--- src/ddc_pkg.sv ---
/*
 * ddc_pkg: shared constants and carrier types for the display data
 * channel slave. assumes an 8-bit special-function register port.
 */
package ddc_pkg;
   // special-function register addresses
   localparam logic [7:0] ADDR_HOLD_DDC = 8'h00_D1; // ddc path hold
   localparam logic [7:0] ADDR_HOLD_I2C = 8'h00_D2; // i2c path hold
   localparam logic [7:0] ADDR_RAM_BUFFER_WINDOW   = 8'h00_D4; // ram window
   localparam logic [7:0] ADDR_TXBYTE   = 8'h00_D5; // vsync tx byte
   localparam logic [7:0] ADDR_PTR      = 8'h00_D6; // sram pointer
   localparam logic [7:0] ADDR_CTRL     = 8'h00_D7; // channel control
   localparam logic [7:0] ADDR_I2C_CTL  = 8'h00_D8; // i2c1 control
   localparam logic [7:0] ADDR_I2C_STA  = 8'h00_D9; // i2c1 status
   localparam logic [7:0] ADDR_I2C_DAT  = 8'h00_DA; // i2c1 shift byte
   localparam logic [7:0] ADDR_I2C_ADR  = 8'h00_DB; // i2c1 own address
   // reset values
   localparam logic [7:0] RST_ZERO      = 8'h00_00;
   // control register fields
   localparam int CTL_SIZE  = 6; // sram size select
   localparam int CTL_SW    = 5; // software mode select
   localparam int CTL_WIDE  = 4; // wide address match
   localparam int CTL_VIRQ  = 3; // vsync mode irq
   localparam int CTL_VEN   = 2; // vsync mode enable
   localparam int CTL_SWIRQ = 1; // mode switch irq
   localparam int CTL_MODE  = 0; // current mode flag
   localparam logic [7:0] CTL_WMASK = 8'h00_74; // software-writable
   // i2c1 control fields
   localparam int I2C_EN    = 6; // interface enable
   localparam int I2C_AA    = 2; // acknowledge enable
   // hold register fields
   localparam int HOLD_EN   = 7;
   // monitor-data address a0/a1 (7-bit 0x50)
   localparam logic [6:0] DDC_SLAVE = 7'h50;
   // sample clock is mclk/2
   localparam logic [0:0] SAMPLE_DIV = 1'h1;
   // vsync bits per byte (8 data + 1 idle)
   localparam logic [3:0] VBITS = 4'h8;
   // fifo geometry
   localparam int FIFO_W = 8;
   localparam int FIFO_D = 16;

   // processor register port
   typedef struct packed {
      logic       wr;
      logic       rd;
      logic [7:0] addr;
      logic [7:0] wdata;
   } ddc_sfr_req_t;

   // serial link pin samples
   typedef struct packed {
      logic sda;
      logic scl;
      logic vsync;
   } ddc_pins_t;
endpackage : ddc_pkg

--- src/ddc_fifo.sv ---
/*
 * ddc_fifo: small synchronous fifo with valid/ready on both sides.
 * assumes one clock and synchronous active-high reset.
 */
module ddc_fifo #(
   parameter int W = 8,
   parameter int D = 16
) (
   input  wire logic         mclk,
   input  wire logic         sys_rst,
   input  wire logic         in_valid,
   output logic              in_ready,
   input  wire logic [W-1:0] in_data,
   output logic              out_valid,
   input  wire logic         out_ready,
   output logic      [W-1:0] out_data
);
   localparam int AW = $clog2(D);
   // state in one packed struct
   typedef struct packed {
      logic [AW-1:0] wp;
      logic [AW-1:0] rp;
      logic [AW:0]   cnt;
   } ddc_fifo_st_t;
   ddc_fifo_st_t st, next_st;
   logic [W-1:0] mem [D];   // storage array
   logic         push, pop; // handshakes

   assign in_ready  = (st.cnt != (AW+1)'(D));
   assign out_valid = (st.cnt != '0);
   assign out_data  = mem[st.rp];
   assign push      = in_valid && in_ready;
   assign pop       = out_valid && out_ready;

   // pointer and count update
   always_comb begin
      next_st = st;
      if (push) next_st.wp = st.wp + 1'b1;
      if (pop)  next_st.rp = st.rp + 1'b1;
      next_st.cnt = st.cnt + (AW+1)'(push) - (AW+1)'(pop);
   end

   // registered state and write port
   always_ff @(posedge mclk) begin
      if (sys_rst) st <= '0;
      else         st <= next_st;
      if (push) mem[st.wp] <= in_data;
   end

   a_fifo_no_over: assert property (@(posedge mclk) disable iff (sys_rst)
      st.cnt <= (AW+1)'(D)) else $error("fifo overfilled");
endmodule : ddc_fifo

--- src/ddc_slave.sv ---
/*
 * ddc_slave: display data channel slave with 256-byte sram, vsync
 * transmit-only mode and i2c read mode. assumes pins and register
 * strobes synchronous to mclk; open-drain pins resolved outside.
 */
module ddc_slave (
   input  wire logic              mclk,
   input  wire logic              sys_rst,
   input  wire ddc_pkg::ddc_sfr_req_t sfr,     // register request
   output logic [7:0]             sfr_rdata,   // register read data
   input  wire ddc_pkg::ddc_pins_t pins,       // port4 bits 0,1,2
   output logic                   p4_0_out,    // sda drive level
   output logic                   p4_0_oe_n,   // sda enable, low=drive
   output logic                   irq          // ddc/i2c event request
);
   // link states
   typedef enum logic [2:0] {S_IDLE, S_ADDR, S_AACK, S_TX, S_TACK,
                             S_RX, S_RACK} ddc_st_e_t;
   // all state of the block except the sram and the fifo
   typedef struct packed {
      logic [7:0] hold_ddc, hold_i2c, txb, ptr, ctl;
      logic [7:0] i2c_ctl, i2c_sta, shift, own;
      logic       div;                    // sample clock divider
      logic [7:0] hcnt;                   // stable-sda counter
      logic       sda_q, scl_q, vs_q, sda_f;
      ddc_st_e_t  st;
      logic [3:0] bit_n;
      logic       rw, ddc_sel, sda_lo;
      logic [7:0] rd_q;
   } ddc_state_t;
   ddc_state_t s, next_s;

   logic [7:0] ram [256];   // display data store
   logic [7:0] ram_q;       // byte at pointer
   logic [7:0] ptr_m;       // pointer masked to size
   logic       smp;         // sample clock enable
   logic       start_c, stop_c, rise, fall;
   logic       on_i2c, on_vs, auto_m;
   logic [7:0] hold_w;      // active detection window
   logic       fi_valid, fi_ready, fo_valid, fo_ready;
   logic [7:0] fo_data;
   logic       ram_rd_cpu, ram_wr_cpu, hw_fetch;
   logic       addr_hit;
   logic       rise_vs;     // vsync rising edge

   // size select trims the pointer
   assign ptr_m = s.ctl[ddc_pkg::CTL_SIZE] ? s.ptr : {1'b0, s.ptr[6:0]};
   assign ram_q = ram[ptr_m];
   assign on_i2c = s.i2c_ctl[ddc_pkg::I2C_EN];
   assign on_vs  = s.ctl[ddc_pkg::CTL_VEN] && !s.ctl[ddc_pkg::CTL_MODE];
   assign auto_m = !s.ctl[ddc_pkg::CTL_SW];
   assign smp = (s.div == ddc_pkg::SAMPLE_DIV);
   // ddc path uses its own window once in i2c-ddc mode
   assign hold_w = s.ddc_sel ? s.hold_ddc : s.hold_i2c;
   // window target: 0 when disabled (one sample), else low bits
   logic [7:0] win;
   assign win = hold_w[ddc_pkg::HOLD_EN] ? {1'b0, hold_w[6:0]} : 8'h00_00;
   // conditions qualified by the hold counter
   assign start_c = s.scl_q && s.sda_f && !s.sda_q && (s.hcnt >= win) && smp;
   assign stop_c  = s.scl_q && !s.sda_f && s.sda_q && (s.hcnt >= win) && smp;
   assign rise = pins.scl && !s.scl_q;
   assign fall = !pins.scl && s.scl_q;
   // address match: own register or monitor-data address
   assign addr_hit = (s.shift[7:1] == s.own[7:1]) ||
      (s.ctl[ddc_pkg::CTL_WIDE] ? s.shift[7:4] == ddc_pkg::DDC_SLAVE[6:3]
                                : s.shift[7:1] == ddc_pkg::DDC_SLAVE);
   // cpu buffer access in any mode; the ram write lands only in software mode
   assign ram_rd_cpu = sfr.rd && sfr.addr == ddc_pkg::ADDR_RAM_BUFFER_WINDOW;
   assign ram_wr_cpu = sfr.wr && sfr.addr == ddc_pkg::ADDR_RAM_BUFFER_WINDOW;
   // automatic fetch feeds the fifo from sram
   assign hw_fetch = fi_valid && fi_ready;
   assign fi_valid = auto_m && (on_i2c || on_vs) && !ram_wr_cpu;
   assign fo_ready = 1'b0 | (next_s.st == S_TX && s.st != S_TX && auto_m)
                     | (on_vs && s.bit_n == 4'h0 && rise_vs && auto_m);
   assign rise_vs = pins.vsync && !s.vs_q;

   // prefetch fifo between sram and serialisers
   ddc_fifo #(.W(ddc_pkg::FIFO_W), .D(ddc_pkg::FIFO_D)) u_fifo (
      .mclk      (mclk),
      .sys_rst   (sys_rst),
      .in_valid  (fi_valid),
      .in_ready  (fi_ready),
      .in_data   (ram_q),
      .out_valid (fo_valid),
      .out_ready (fo_ready),
      .out_data  (fo_data)
   );

   // sda is only ever pulled low; scl is never driven
   assign p4_0_out  = 1'b0;
   assign p4_0_oe_n = !s.sda_lo;
   assign irq = s.ctl[ddc_pkg::CTL_VIRQ] | s.ctl[ddc_pkg::CTL_SWIRQ]
                | s.i2c_sta[5];

   // register read mux
   always_comb begin
      unique case (sfr.addr)
         ddc_pkg::ADDR_HOLD_DDC: sfr_rdata = s.hold_ddc;
         ddc_pkg::ADDR_HOLD_I2C: sfr_rdata = s.hold_i2c;
         ddc_pkg::ADDR_RAM_BUFFER_WINDOW:   sfr_rdata = ram_q;
         ddc_pkg::ADDR_TXBYTE:   sfr_rdata = s.txb;
         ddc_pkg::ADDR_PTR:      sfr_rdata = s.ptr;
         ddc_pkg::ADDR_CTRL:     sfr_rdata = s.ctl;
         ddc_pkg::ADDR_I2C_CTL:  sfr_rdata = s.i2c_ctl;
         ddc_pkg::ADDR_I2C_STA:  sfr_rdata = s.i2c_sta;
         ddc_pkg::ADDR_I2C_DAT:  sfr_rdata = s.shift;
         ddc_pkg::ADDR_I2C_ADR:  sfr_rdata = s.own;
         default:                sfr_rdata = 8'h00_00;
      endcase
   end

   // next-state logic
   always_comb begin
      next_s = s;
      next_s.div = s.div + 1'b1;
      next_s.scl_q = pins.scl;
      next_s.vs_q  = pins.vsync;
      next_s.sda_q = pins.sda;
      // stable-sda counter on sample clocks
      if (pins.sda != s.sda_q) next_s.hcnt = 8'h00_00;
      else if (smp && s.hcnt != 8'h00_FF) next_s.hcnt = s.hcnt + 1'b1;
      if (start_c || stop_c) next_s.sda_f = s.sda_q;
      else if (smp && s.hcnt >= win) next_s.sda_f = s.sda_q;
      // pointer post-increment, cpu or hardware access
      if (ram_rd_cpu || ram_wr_cpu || hw_fetch) next_s.ptr = s.ptr + 1'b1;
      // processor register writes
      if (sfr.wr) begin
         unique case (sfr.addr)
            ddc_pkg::ADDR_HOLD_DDC: next_s.hold_ddc = sfr.wdata;
            ddc_pkg::ADDR_HOLD_I2C: next_s.hold_i2c = sfr.wdata;
            ddc_pkg::ADDR_TXBYTE:   next_s.txb = sfr.wdata;
            ddc_pkg::ADDR_PTR:      next_s.ptr = sfr.wdata;
            ddc_pkg::ADDR_CTRL: begin
               // irq bits clear on written zero only
               next_s.ctl = (sfr.wdata & ddc_pkg::CTL_WMASK)
                  | (s.ctl & sfr.wdata & 8'h00_0A) | (s.ctl & 8'h00_01);
               if (!sfr.wdata[ddc_pkg::CTL_VEN] && !on_i2c)
                  next_s.ctl[ddc_pkg::CTL_MODE] = 1'b0;
            end
            ddc_pkg::ADDR_I2C_CTL: next_s.i2c_ctl = sfr.wdata;
            ddc_pkg::ADDR_I2C_DAT: next_s.shift = sfr.wdata;
            ddc_pkg::ADDR_I2C_ADR: next_s.own = sfr.wdata;
            default: ;
         endcase
      end
      if (sfr.rd && sfr.addr == ddc_pkg::ADDR_I2C_STA)
         next_s.i2c_sta[5] = 1'b0;
      // vsync transmit-only mode shifts txb msb first
      if (on_vs && rise_vs) begin
         if (s.bit_n == 4'h0)
            next_s.txb = (auto_m && fo_valid) ? fo_data : s.txb;
         next_s.sda_lo = !((s.bit_n == 4'h0 && auto_m && fo_valid)
                           ? fo_data[7] : s.txb[7]);
         if (s.bit_n != 4'h0) next_s.txb = {s.txb[6:0], 1'b1};
         next_s.bit_n = (s.bit_n == ddc_pkg::VBITS) ? 4'h0 : s.bit_n + 1'b1;
         if (s.bit_n == ddc_pkg::VBITS && !auto_m)
            next_s.ctl[ddc_pkg::CTL_VIRQ] = 1'b1;
      end
      // i2c slave machine
      if (on_i2c) begin
         if (start_c) begin
            next_s.st = S_ADDR;
            next_s.bit_n = 4'h0;
            next_s.sda_lo = 1'b0;
         end else if (stop_c) begin
            next_s.st = S_IDLE;
            next_s.sda_lo = 1'b0;
            next_s.i2c_sta[6] = 1'b1;
         end else begin
            case (s.st)
               S_ADDR, S_RX: if (rise) begin
                  next_s.shift = {s.shift[6:0], pins.sda};
                  next_s.bit_n = s.bit_n + 1'b1;
               end else if (fall && s.bit_n == 4'h8) begin
                  next_s.bit_n = 4'h0;
                  if (s.st == S_RX) begin
                     next_s.st = S_RACK;
                     next_s.sda_lo = s.i2c_ctl[ddc_pkg::I2C_AA];
                     next_s.i2c_sta[5] = 1'b1;
                  end else if (addr_hit) begin
                     next_s.st = S_AACK;
                     next_s.sda_lo = 1'b1;
                     next_s.rw = s.shift[0];
                     next_s.ddc_sel = (s.shift[7:1] != s.own[7:1]);
                     next_s.i2c_sta[0] = 1'b1;
                     // switch to i2c mode is sticky
                     if (!s.ctl[ddc_pkg::CTL_MODE])
                        next_s.ctl[ddc_pkg::CTL_SWIRQ] = 1'b1;
                     next_s.ctl[ddc_pkg::CTL_MODE] = 1'b1;
                  end else next_s.st = S_IDLE;
               end
               S_AACK, S_RACK, S_TACK: if (fall) begin
                  next_s.sda_lo = 1'b0;
                  if (s.st == S_TACK && s.sda_q) next_s.st = S_IDLE;
                  else if (s.rw) begin
                     next_s.st = S_TX;
                     // byte from fifo or processor shift byte
                     next_s.rd_q = (auto_m && fo_valid) ? fo_data : s.shift;
                     next_s.sda_lo = !((auto_m && fo_valid)
                                       ? fo_data[7] : s.shift[7]);
                     if (!auto_m) next_s.i2c_sta[5] = 1'b1;
                  end else next_s.st = S_RX;
               end
               S_TX: if (fall) begin
                  next_s.bit_n = s.bit_n + 1'b1;
                  next_s.rd_q = {s.rd_q[6:0], 1'b1};
                  next_s.sda_lo = (s.bit_n == 4'h7) ? 1'b0 : !s.rd_q[6];
                  if (s.bit_n == 4'h7) begin
                     next_s.st = S_TACK;
                     next_s.bit_n = 4'h0;
                  end
               end
               default: ;
            endcase
         end
      end
      // leaving both modes drops the sticky mode flag
      if (!on_i2c && !s.ctl[ddc_pkg::CTL_VEN]) begin
         next_s.st = S_IDLE;
         next_s.ctl[ddc_pkg::CTL_MODE] = 1'b0;
      end
   end

   // state and sram registers
   always_ff @(posedge mclk) begin
      if (sys_rst) begin
         s <= '0;
         s.sda_q <= 1'b1;
         s.sda_f <= 1'b1;
         s.scl_q <= 1'b1;
      end else begin
         s <= next_s;
      end
      if (ram_wr_cpu && !auto_m) ram[ptr_m] <= sfr.wdata;
   end

   a_ptr_post_inc: assert property (@(posedge mclk) disable iff (sys_rst)
      (ram_rd_cpu && !sfr.wr) |=> s.ptr == $past(s.ptr) + 8'h00_01)
      else $error("pointer did not advance");
   a_mode_sticky: assert property (@(posedge mclk) disable iff (sys_rst)
      (s.ctl[0] && on_i2c) |=> s.ctl[0]) else $error("mode dropped");
   a_sda_only_low: assert property (@(posedge mclk) disable iff (sys_rst)
      p4_0_out == 1'b0) else $error("sda driven high");
   a_hold_reset: assert property (@(posedge mclk)
      $past(sys_rst) |-> s.hold_ddc == 8'h00_00 && s.txb == 8'h00_00)
      else $error("reset value wrong");
   a_vsync_off: assert property (@(posedge mclk) disable iff (sys_rst)
      (!on_vs && !on_i2c && !s.sda_lo) |=> !s.sda_lo)
      else $error("sda moved while idle");
   a_start_window: assert property (@(posedge mclk) disable iff (sys_rst)
      start_c |-> s.hcnt >= win) else $error("start too short");
   a_size_small: assert property (@(posedge mclk) disable iff (sys_rst)
      !s.ctl[6] |-> !ptr_m[7]) else $error("pointer over 128");
   a_addr_ack: assert property (@(posedge mclk) disable iff (sys_rst)
      (s.st == S_ADDR && next_s.st == S_AACK) |=> s.sda_lo)
      else $error("address not acknowledged");
endmodule : ddc_slave

--- config.mk ---
export PLATFORM = sky130hd
export DESIGN_NAME = ddc_slave
export DESIGN_NICKNAME = d
export VERILOG_FILES = /design/src/ddc_pkg.sv /design/src/ddc_fifo.sv /design/src/ddc_slave.sv
export SDC_FILE = /design/constraint.sdc
export NUM_CORES = 2
export LEC_CHECK = 0
export BUFFER_PORTS_ARGS = -buffer_cell sky130_fd_sc_hd__buf_2
export CAP_MARGIN = 40
export CORE_ASPECT_RATIO = 0.7
export CORE_UTILIZATION = 40
export DETAILED_ROUTE_END_ITERATION = 10
export GPL_TIMING_DRIVEN = 0
export PLACE_DENSITY = 0.54
export RECOVER_POWER = 50
export SYNTH_ARGS = -nofsm -noshare
export SYNTH_HDL_FRONTEND = slang
export SYNTH_HIERARCHICAL = 1
export SYNTH_SLANG_ARGS = --single-unit
--- constraint.sdc ---
create_clock -name mclk -period 4.53 [get_ports mclk]
set_input_delay 0 -clock mclk [delete_from_list [all_inputs] [get_ports mclk]]
set_output_delay 0 -clock mclk [all_outputs]
set_load 0.01 [all_outputs]
# --- After elaboration in Yosys (flattened, before gate mapping) ---
# Memory sizes are Yosys's and may differ from the RTL's. A register that Yosys moved wholly into a read port is not among the register bits.
# Cells that the tools add are included.
word_totals:
  in_bits: 23
  reg_bits: 110
  ram_bits: 2176
  memories: 2
memory_table:
  columns: ["memory", "words", "word_bits", "read_ports", "rd_ports_with_merged_regs", "wr", "line_no", "text"]
  rows:
  - ["ram", 256, 8, 1, 0, 1, "ddc_slave.sv:33", "logic [7:0] ram [256];"]
  - ["u_fifo.mem", 16, 8, 1, 1, 1, "ddc_fifo.sv:26", "logic [W-1:0] mem [D];"]
classes:
  n_mux: 100
  n_reduce_logical: 74
  n_eq_ne: 35
  order_cmp: 1
  bitwise_logic: 10
  n_addsub: 8
ops:
  columns: ["cell", "n"]
  rows:
  - ["$mux 8", 20]
  - ["$eq 8x8->1 const B", 10]
  - ["$pmux 8 s10", 1]
  - ["$mux 10", 6]
  - ["$logic_and 1x1->1", 36]
  - ["$mux 9", 4]
  - ["$mux 7", 5]
  - ["$mux 32", 1]
  - ["$mux 1", 29]
  - ["$mux 3", 9]
  - ["$mux 2", 12]
  - ["$reduce_and 8->1", 3]
  - ["$mux 4", 5]
  - ["$mux 18", 1]
  - ["$ne 6x6->1 const B", 3]
  - ["$add 8x1->8 const B", 2]
  - ["$mux 16", 1]
  - ["$pmux 8 s2", 1]
  - ["$logic_not 1->1", 15]
  - ["$add 4x1->4 const B", 3]
  - ["$reduce_and 2->1", 5]
  - ["$eq 3x2->1 const B", 3]
  - ["$eq 3x3->1 const B", 3]
  - ["$pmux 3 s3", 1]
  - ["33 further kinds", 49]

# --- Depth between registers and ports, before layout ---
depth:
  depth_word: 27
  mapped_depth: 22
  mapped_depth_nobuf: 21

# --- Hierarchy ---
# Netlist, hierarchy kept.
modules_own_cells:
  columns: ["module", "area_per_inst_um2", "seq_area_each_um2", "n_inst", "cells_per_inst"]
  rows:
  - ["ddc_slave", 85355.6, 63420.8, 1, 4455]
  - ["ddc_fifo", 5800.6, 4184.0, 1, 306]

# --- Least setup slack after synthesis ---
# No wires, ideal clock.
synth_path:
  path_type: "flip-flop to flip-flop"
  start: "register s[102] in the netlist's numbering"
  end: "register u_fifo/st[4] in the netlist's numbering"
  setup_slack_ns: 0.114
  n_path_buf: 1
  setup_time_ns: 0.070
  path_stages_with_launch: 22
  period_less_slack_ns: 4.416
  arrival_ns: 4.346
  path_cell_list: "dfxtp_1 -> and2_1 -> clkbuf_1 -> a22oi_1 -> ha_1 -> a21o_1 -> a211o_1 -> a22oi_1 -> or4b_2 -> o211ai_1 -> a31o_2 -> o32ai_1 -> nand2_1 -> inv_1 -> ha_1 -> inv_1 -> ha_1 -> fa_1 -> a21oi_1 -> nor2_1 -> or3_1 -> a21oi_1"
synth_via:
  elab_chain_len: 15
  elab_cells_between_ends: 17
  classes_between: "add/sub: 1; order compare: 1; eq/ne: 1; mux: 6; bitwise: 1; reduce/logical: 7"
synth_lines:
  columns: ["element", "line_no", "text"]
  rows:
  - ["from (decl)", "ddc_slave.sv:31", "ddc_state_t s, next_s;"]
  - ["from (signal assigned)", "ddc_slave.sv:232", "s <= next_s;"]
  - ["$mux 8 *", "ddc_slave.sv:54", "assign hold_w = s.ddc_sel ? s.hold_ddc : s.hold_i2c;"]
  - ["$mux 7 *", "ddc_slave.sv:57", "assign win = hold_w[ddc_pkg::HOLD_EN] ? {1'b0, hold_w[6:0]} : 8'h00_00;"]
  - ["$ge 8x7->1 *", "ddc_slave.sv:59, ddc_slave.sv:60", null]
  - ["$logic_and 1x1->1 (2 in a row)", "ddc_slave.sv:60", "assign stop_c = s.scl_q && !s.sda_f && s.sda_q && (s.hcnt >= win) && smp;"]
  - ["$mux 3", "ddc_slave.sv:165", "end else if (stop_c) begin"]
  - ["$mux 7 *", "ddc_slave.sv:161", "if (start_c) begin"]
  - ["$mux 18 *", "ddc_slave.sv:160", "if (on_i2c) begin"]
  - ["$mux 3 *", "ddc_slave.sv:218", "if (!on_i2c && !s.ctl[ddc_pkg::CTL_VEN]) begin"]
  - ["$eq 3x2->1 *", "ddc_slave.sv:73", "assign fo_ready = 1'b0 | (next_s.st == S_TX && s.st != S_TX && auto_m)"]
  - ["$logic_and 1x1->1 * (2 in a row)", "ddc_slave.sv:73", null]
  - ["$or 1x1->1 *", "ddc_slave.sv:74", "| (on_vs && s.bit_n == 4'h0 && rise_vs && auto_m);"]
  - ["named net fo_ready", "ddc_slave.sv:40", "logic fi_valid, fi_ready, fo_valid, fo_ready;"]
  - ["$logic_and 1x1->1 *", "ddc_fifo.sv:33", "assign pop = out_valid && out_ready;"]
  - ["$sub 5x1->5 *", "ddc_fifo.sv:40", "next_st.cnt = st.cnt + (AW+1)'(push) - (AW+1)'(pop);"]
  - ["to (signal assigned)", "ddc_fifo.sv:46", "else st <= next_st;"]
  - ["to (decl)", "ddc_fifo.sv:25", "ddc_fifo_st_t st, next_st;"]
# The timed path passes the listed nets; every way through them passes the cells marked *.
# A chain may end at the register's enable or synchronous reset.

# --- Final worst setup path ---
layout_path:
  start: "register s[76] in the netlist's numbering"
  end: "output port sfr_rdata[7]"
layout_via:
  elab_chain_len: 3
layout_lines:
  columns: ["element", "line_no", "text"]
  rows:
  - ["$mux 8", "ddc_slave.sv:47", "assign ptr_m = s.ctl[ddc_pkg::CTL_SIZE] ? s.ptr : {1'b0, s.ptr[6:0]};"]
  - ["$mem_v2 256x8", null, null]
  - ["$pmux 8 s10", "ddc_slave.sv:97", "unique case (sfr.addr)"]
  - ["to (decl)", "ddc_slave.sv:10", "output logic [7:0] sfr_rdata,"]
# Every way passes these cells.

==> reports/summary.txt <==
status - finished, violations left
failing checks - capacitance limit, slew limit, setup timing
sw frac - 20.9%
final slew viol count - 1864
die area - 230000 um2
gpl congestion - 1.03
combinational share of power - 1.7%
initial cell density of the core - 40.3%
Slew HR - -174%
Slew @ Worst Pin - 4110 ps
worst reg2reg path depth - 11
Unique masters post-synth - 85
required time of the critical path - 4530 ps
Final period util - 106%
VDD IR max - 0.298 mV
clock buffer count from CTS - 217
CORE AREA - 226000 um2
WHS Endpoint - s[65]$_SDFFE_PP0P_
minimum clock period - 4810 ps
Die Ht - 401 um
Mapped Area - 91200 um2
slowest CP cell - buf_2
Site Rows - 146
Clock transition at path regs - 60 ps
clock root buffer - clkbuf_16
Routed WL - 379 mm
first-pass GRT wire length - 491 mm
DRC viols - 0
Max Root-Sink Buffers - 4
Main synth FF type - edfxtp_1
PwrDens - 376 nW/um2
IO Port Bufs - 29
clock sink count - 2289
startpoint type of the worst setup path - flop
top cells by area, synth - edfxtp_1, mux4_2, mux2i_1
hold depth - 6
Layout Cells excl Fill - 8825
DP Area - 98700 um2
HP Start - sfr[12]
placed insts - 8142
worst reg2reg startpoint - s[73]$_SDFF_PP0_
layout cells sized above 1 - 32.5%
IO Pins - 34
Worst setup EP type - output port
Cells after Synth - 4761
vias per cell - 6.46
final instance area - 112000 um2
FF-to-FF setup slack - -120 ps
ys async rst share - 0%
Clock Latency Late Sink - 900 ps
area occupied by registers - 67600 um2
Post-synth EDFFs - 2176
H-Tree Depth - 4
f_max - 208 MHz
Fin Clk Skew - 60.3 ps
via count - 57000
CP Buf/Inv Count - 5
vias in the first global route - 51300
Worst Path Max Fanout - 10
CP top delay family - buffers and inverters
WL per Instance - 43.0 um
DR iter-0 viols - 11200
Clock power frac - 43.1%
Synth top area share - 71.7%
crit path DAT - 4810 ps
Fillers - 18400
Worst path max stage delay - 650 ps
GR Overflow Total - 0
Int Pwr - 33.2 mW
Setup Viol. Count Final - 60
multi-input logic area - 23400 um2
worst setup path class - flop to output port
Detail Route Antenna Nets - 0
hold slack - 65.3 ps
Hold Vio Cnt, Final - 0
PnR worst setup slack - -275 ps
Hold Path Class - primary input to flop
Reg power frac - 55.1%
Die Width - 573 um
CTS tree - done
leakage - 35.4 nW
post-synth top area cell - edfxtp_1
area grow syn2layout - 22.6%
Mean Syn Cell Area - 19.1 um2
Seq/Total Area, Yosys - 74.2%
Syn. warnings - 6
initial antenna violation count - 29
R2R Path End - ram[111][1]$_DFFE_PP_
pin count of the biggest net entering global routing - 158
# nets final - 5656
Pre-Repair DR Iteration Count - 7
All-Layer GR Usage - 32.7%
Synth Register Bits - 2289
syn nets - 4810
setup repair after global routing missed its margin - true
Psw - 8.77 mW
worst path cell trace - clkbuf_1, buf_2, nand4_1, clkbuf_1, nor3b_2, a31oi_1, nand4_1, nand4b_1, buf_6, o21ai_4, nand3_2, buf_6
Max Cap Viol - 14
placed wire-length estimate - 252 mm
[state kept, by name, summed over array words and instances, names as in the netlist, named ones only]
register / count
on_i2c: 1
ram: 2048
smp: 1
u_fifo/st: 13
u_fifo/mem: 128
s: 87
[cells in the final DEF (no fill, tap or decap), drive strengths merged, types with 10 or more instances in the layout]
cell,Yosys,final
and2,17,17
a31oi,17,17
nor2,385,385
o22ai,27,27
a21oi,100,100
clkbuf,139,426
a211oi,18,18
nor4,10,10
ha,25,25
nor2b,37,37
a221oi,19,19
nand2,194,194
clkinv,1,84
xnor2,16,16
a22oi,111,111
mux4,526,526
a311oi,16,16
nand3,92,92
diode,0,19
dfxtp,113,113
o31ai,11,11
nand4,21,21
bufinv,0,18
mux2i,229,229
edfxtp,2176,2176
inv,34,34
dlygate4sd3,0,27
xor2,13,13
buf,156,740
o21ai,51,51
nor3,31,31
mux2,21,21
nand2b,23,23
[worst reg2reg max path, delay by kind of cell (launching register included)]
family	cells	cell delay, ps
buf+inv	8	2650
flops	1	330
simple gates	3	1390
[cell families (layout without fill, tap and decap cells)]
logic type | after synthesis | in the layout | synth area share [%]
and+or+nand+nor | 862 | 862 | 4.23
xor gates and xnor gates | 29 | 29 | 0.279
other | 1 | 20 | 0.00411
buffers and inverters | 333 | 1344 | 1.78
AOI/OAI and AO/OA | 445 | 445 | 3.33
muxes | 776 | 776 | 15.8
adders and majority gates | 26 | 26 | 0.365
DFF | 2289 | 2289 | 74.2
[worst max-delay path by stage]
stage                         endpoint  cells past startpoint           startpoint  slack (ps)
6_report                  sfr_rdata[7]                     12     s[76]$_SDFF_PP0_        -280
5_1_grt        u_fifo/st[4]$_SDFF_PP0_                     22    s[9]$_SDFFE_PP0P_        -240
4_1_cts        u_fifo/st[4]$_SDFF_PP0_                     22  s[102]$_SDFFE_PP0P_        -170
3_5_place_dp     ram[124][1]$_DFFE_PP_                     15     s[72]$_SDFF_PP0_       -2560
3_3_place_gp     ram[142][4]$_DFFE_PP_                     12     s[71]$_SDFF_PP0_       -4740
2_1_floorplan  u_fifo/st[4]$_SDFF_PP0_                     21  s[102]$_SDFFE_PP0P_         110
[layout make-up]
type	instances	area share, %
antenna	19	0.0425
buffer	290	3.11
clock buffer	274	5.13
clock inverter	110	0.890
inverter	35	0.143
multi-input combinational	2139	21.0
sequential	2289	60.5
tap	3034	3.40
timing repair buffer	635	5.82
[metal layers]
metal	GRT usage (%)	share of wire, %
met2	39.9	37
met1	47.7	40
met5	0.963	0.21
met3	17.9	18
met4	12.1	4.5
[through the flow]
step / util (%) / setup WS [ps] / total power [mW] / setup TNS (ps)
5_1_grt: 49.4 / -245 / 42.8 / -2130
4_1_cts: 49.0 / -167 / 42.0 / -543
3_5_place_dp: 43.6 / -2560 / 24.2 / -3448000
6_report: 49.4 / -275 / 42.0 / -3750
3_3_place_gp: 42.0 / -4740 / 24.2 / -7538980
2_1_floorplan: - / 114 / 23.7 / 0
[Yosys cell counts (all sizes together) (23+ instances only)]
library cell	count
mux4	526
o22ai	27
a22oi	111
nand2	194
nor2	385
edfxtp	2176
ha	25
inv	34
nand3	92
nor2b	37
nor3	31
nand2b	23
o21ai	51
buf	156
clkbuf	139
dfxtp	113
mux2i	229
a21oi	100
[timing repair]
item,CTS,global route
endpoints found under the hold margin,1098,0
pin swaps,49,49
hold buffers,27,0
gates resized for setup,794,125
setup endpoints to repair,2141,252
gates cloned,6,0
setup buffers,190,61
[power groups by stage]
stage | Combinational (mW) | Clock (mW) | Sequential [mW]
detailed placement | 0.654 | 0 | 23.6
global placement | 0.585 | 0 | 23.7
CTS | 0.719 | 18.1 | 23.1
global route | 0.746 | 18.9 | 23.2
floorplan | 0.158 | 0 | 23.6
finish | 0.729 | 18.1 | 23.2
Power figures use the tool's default switching activity.
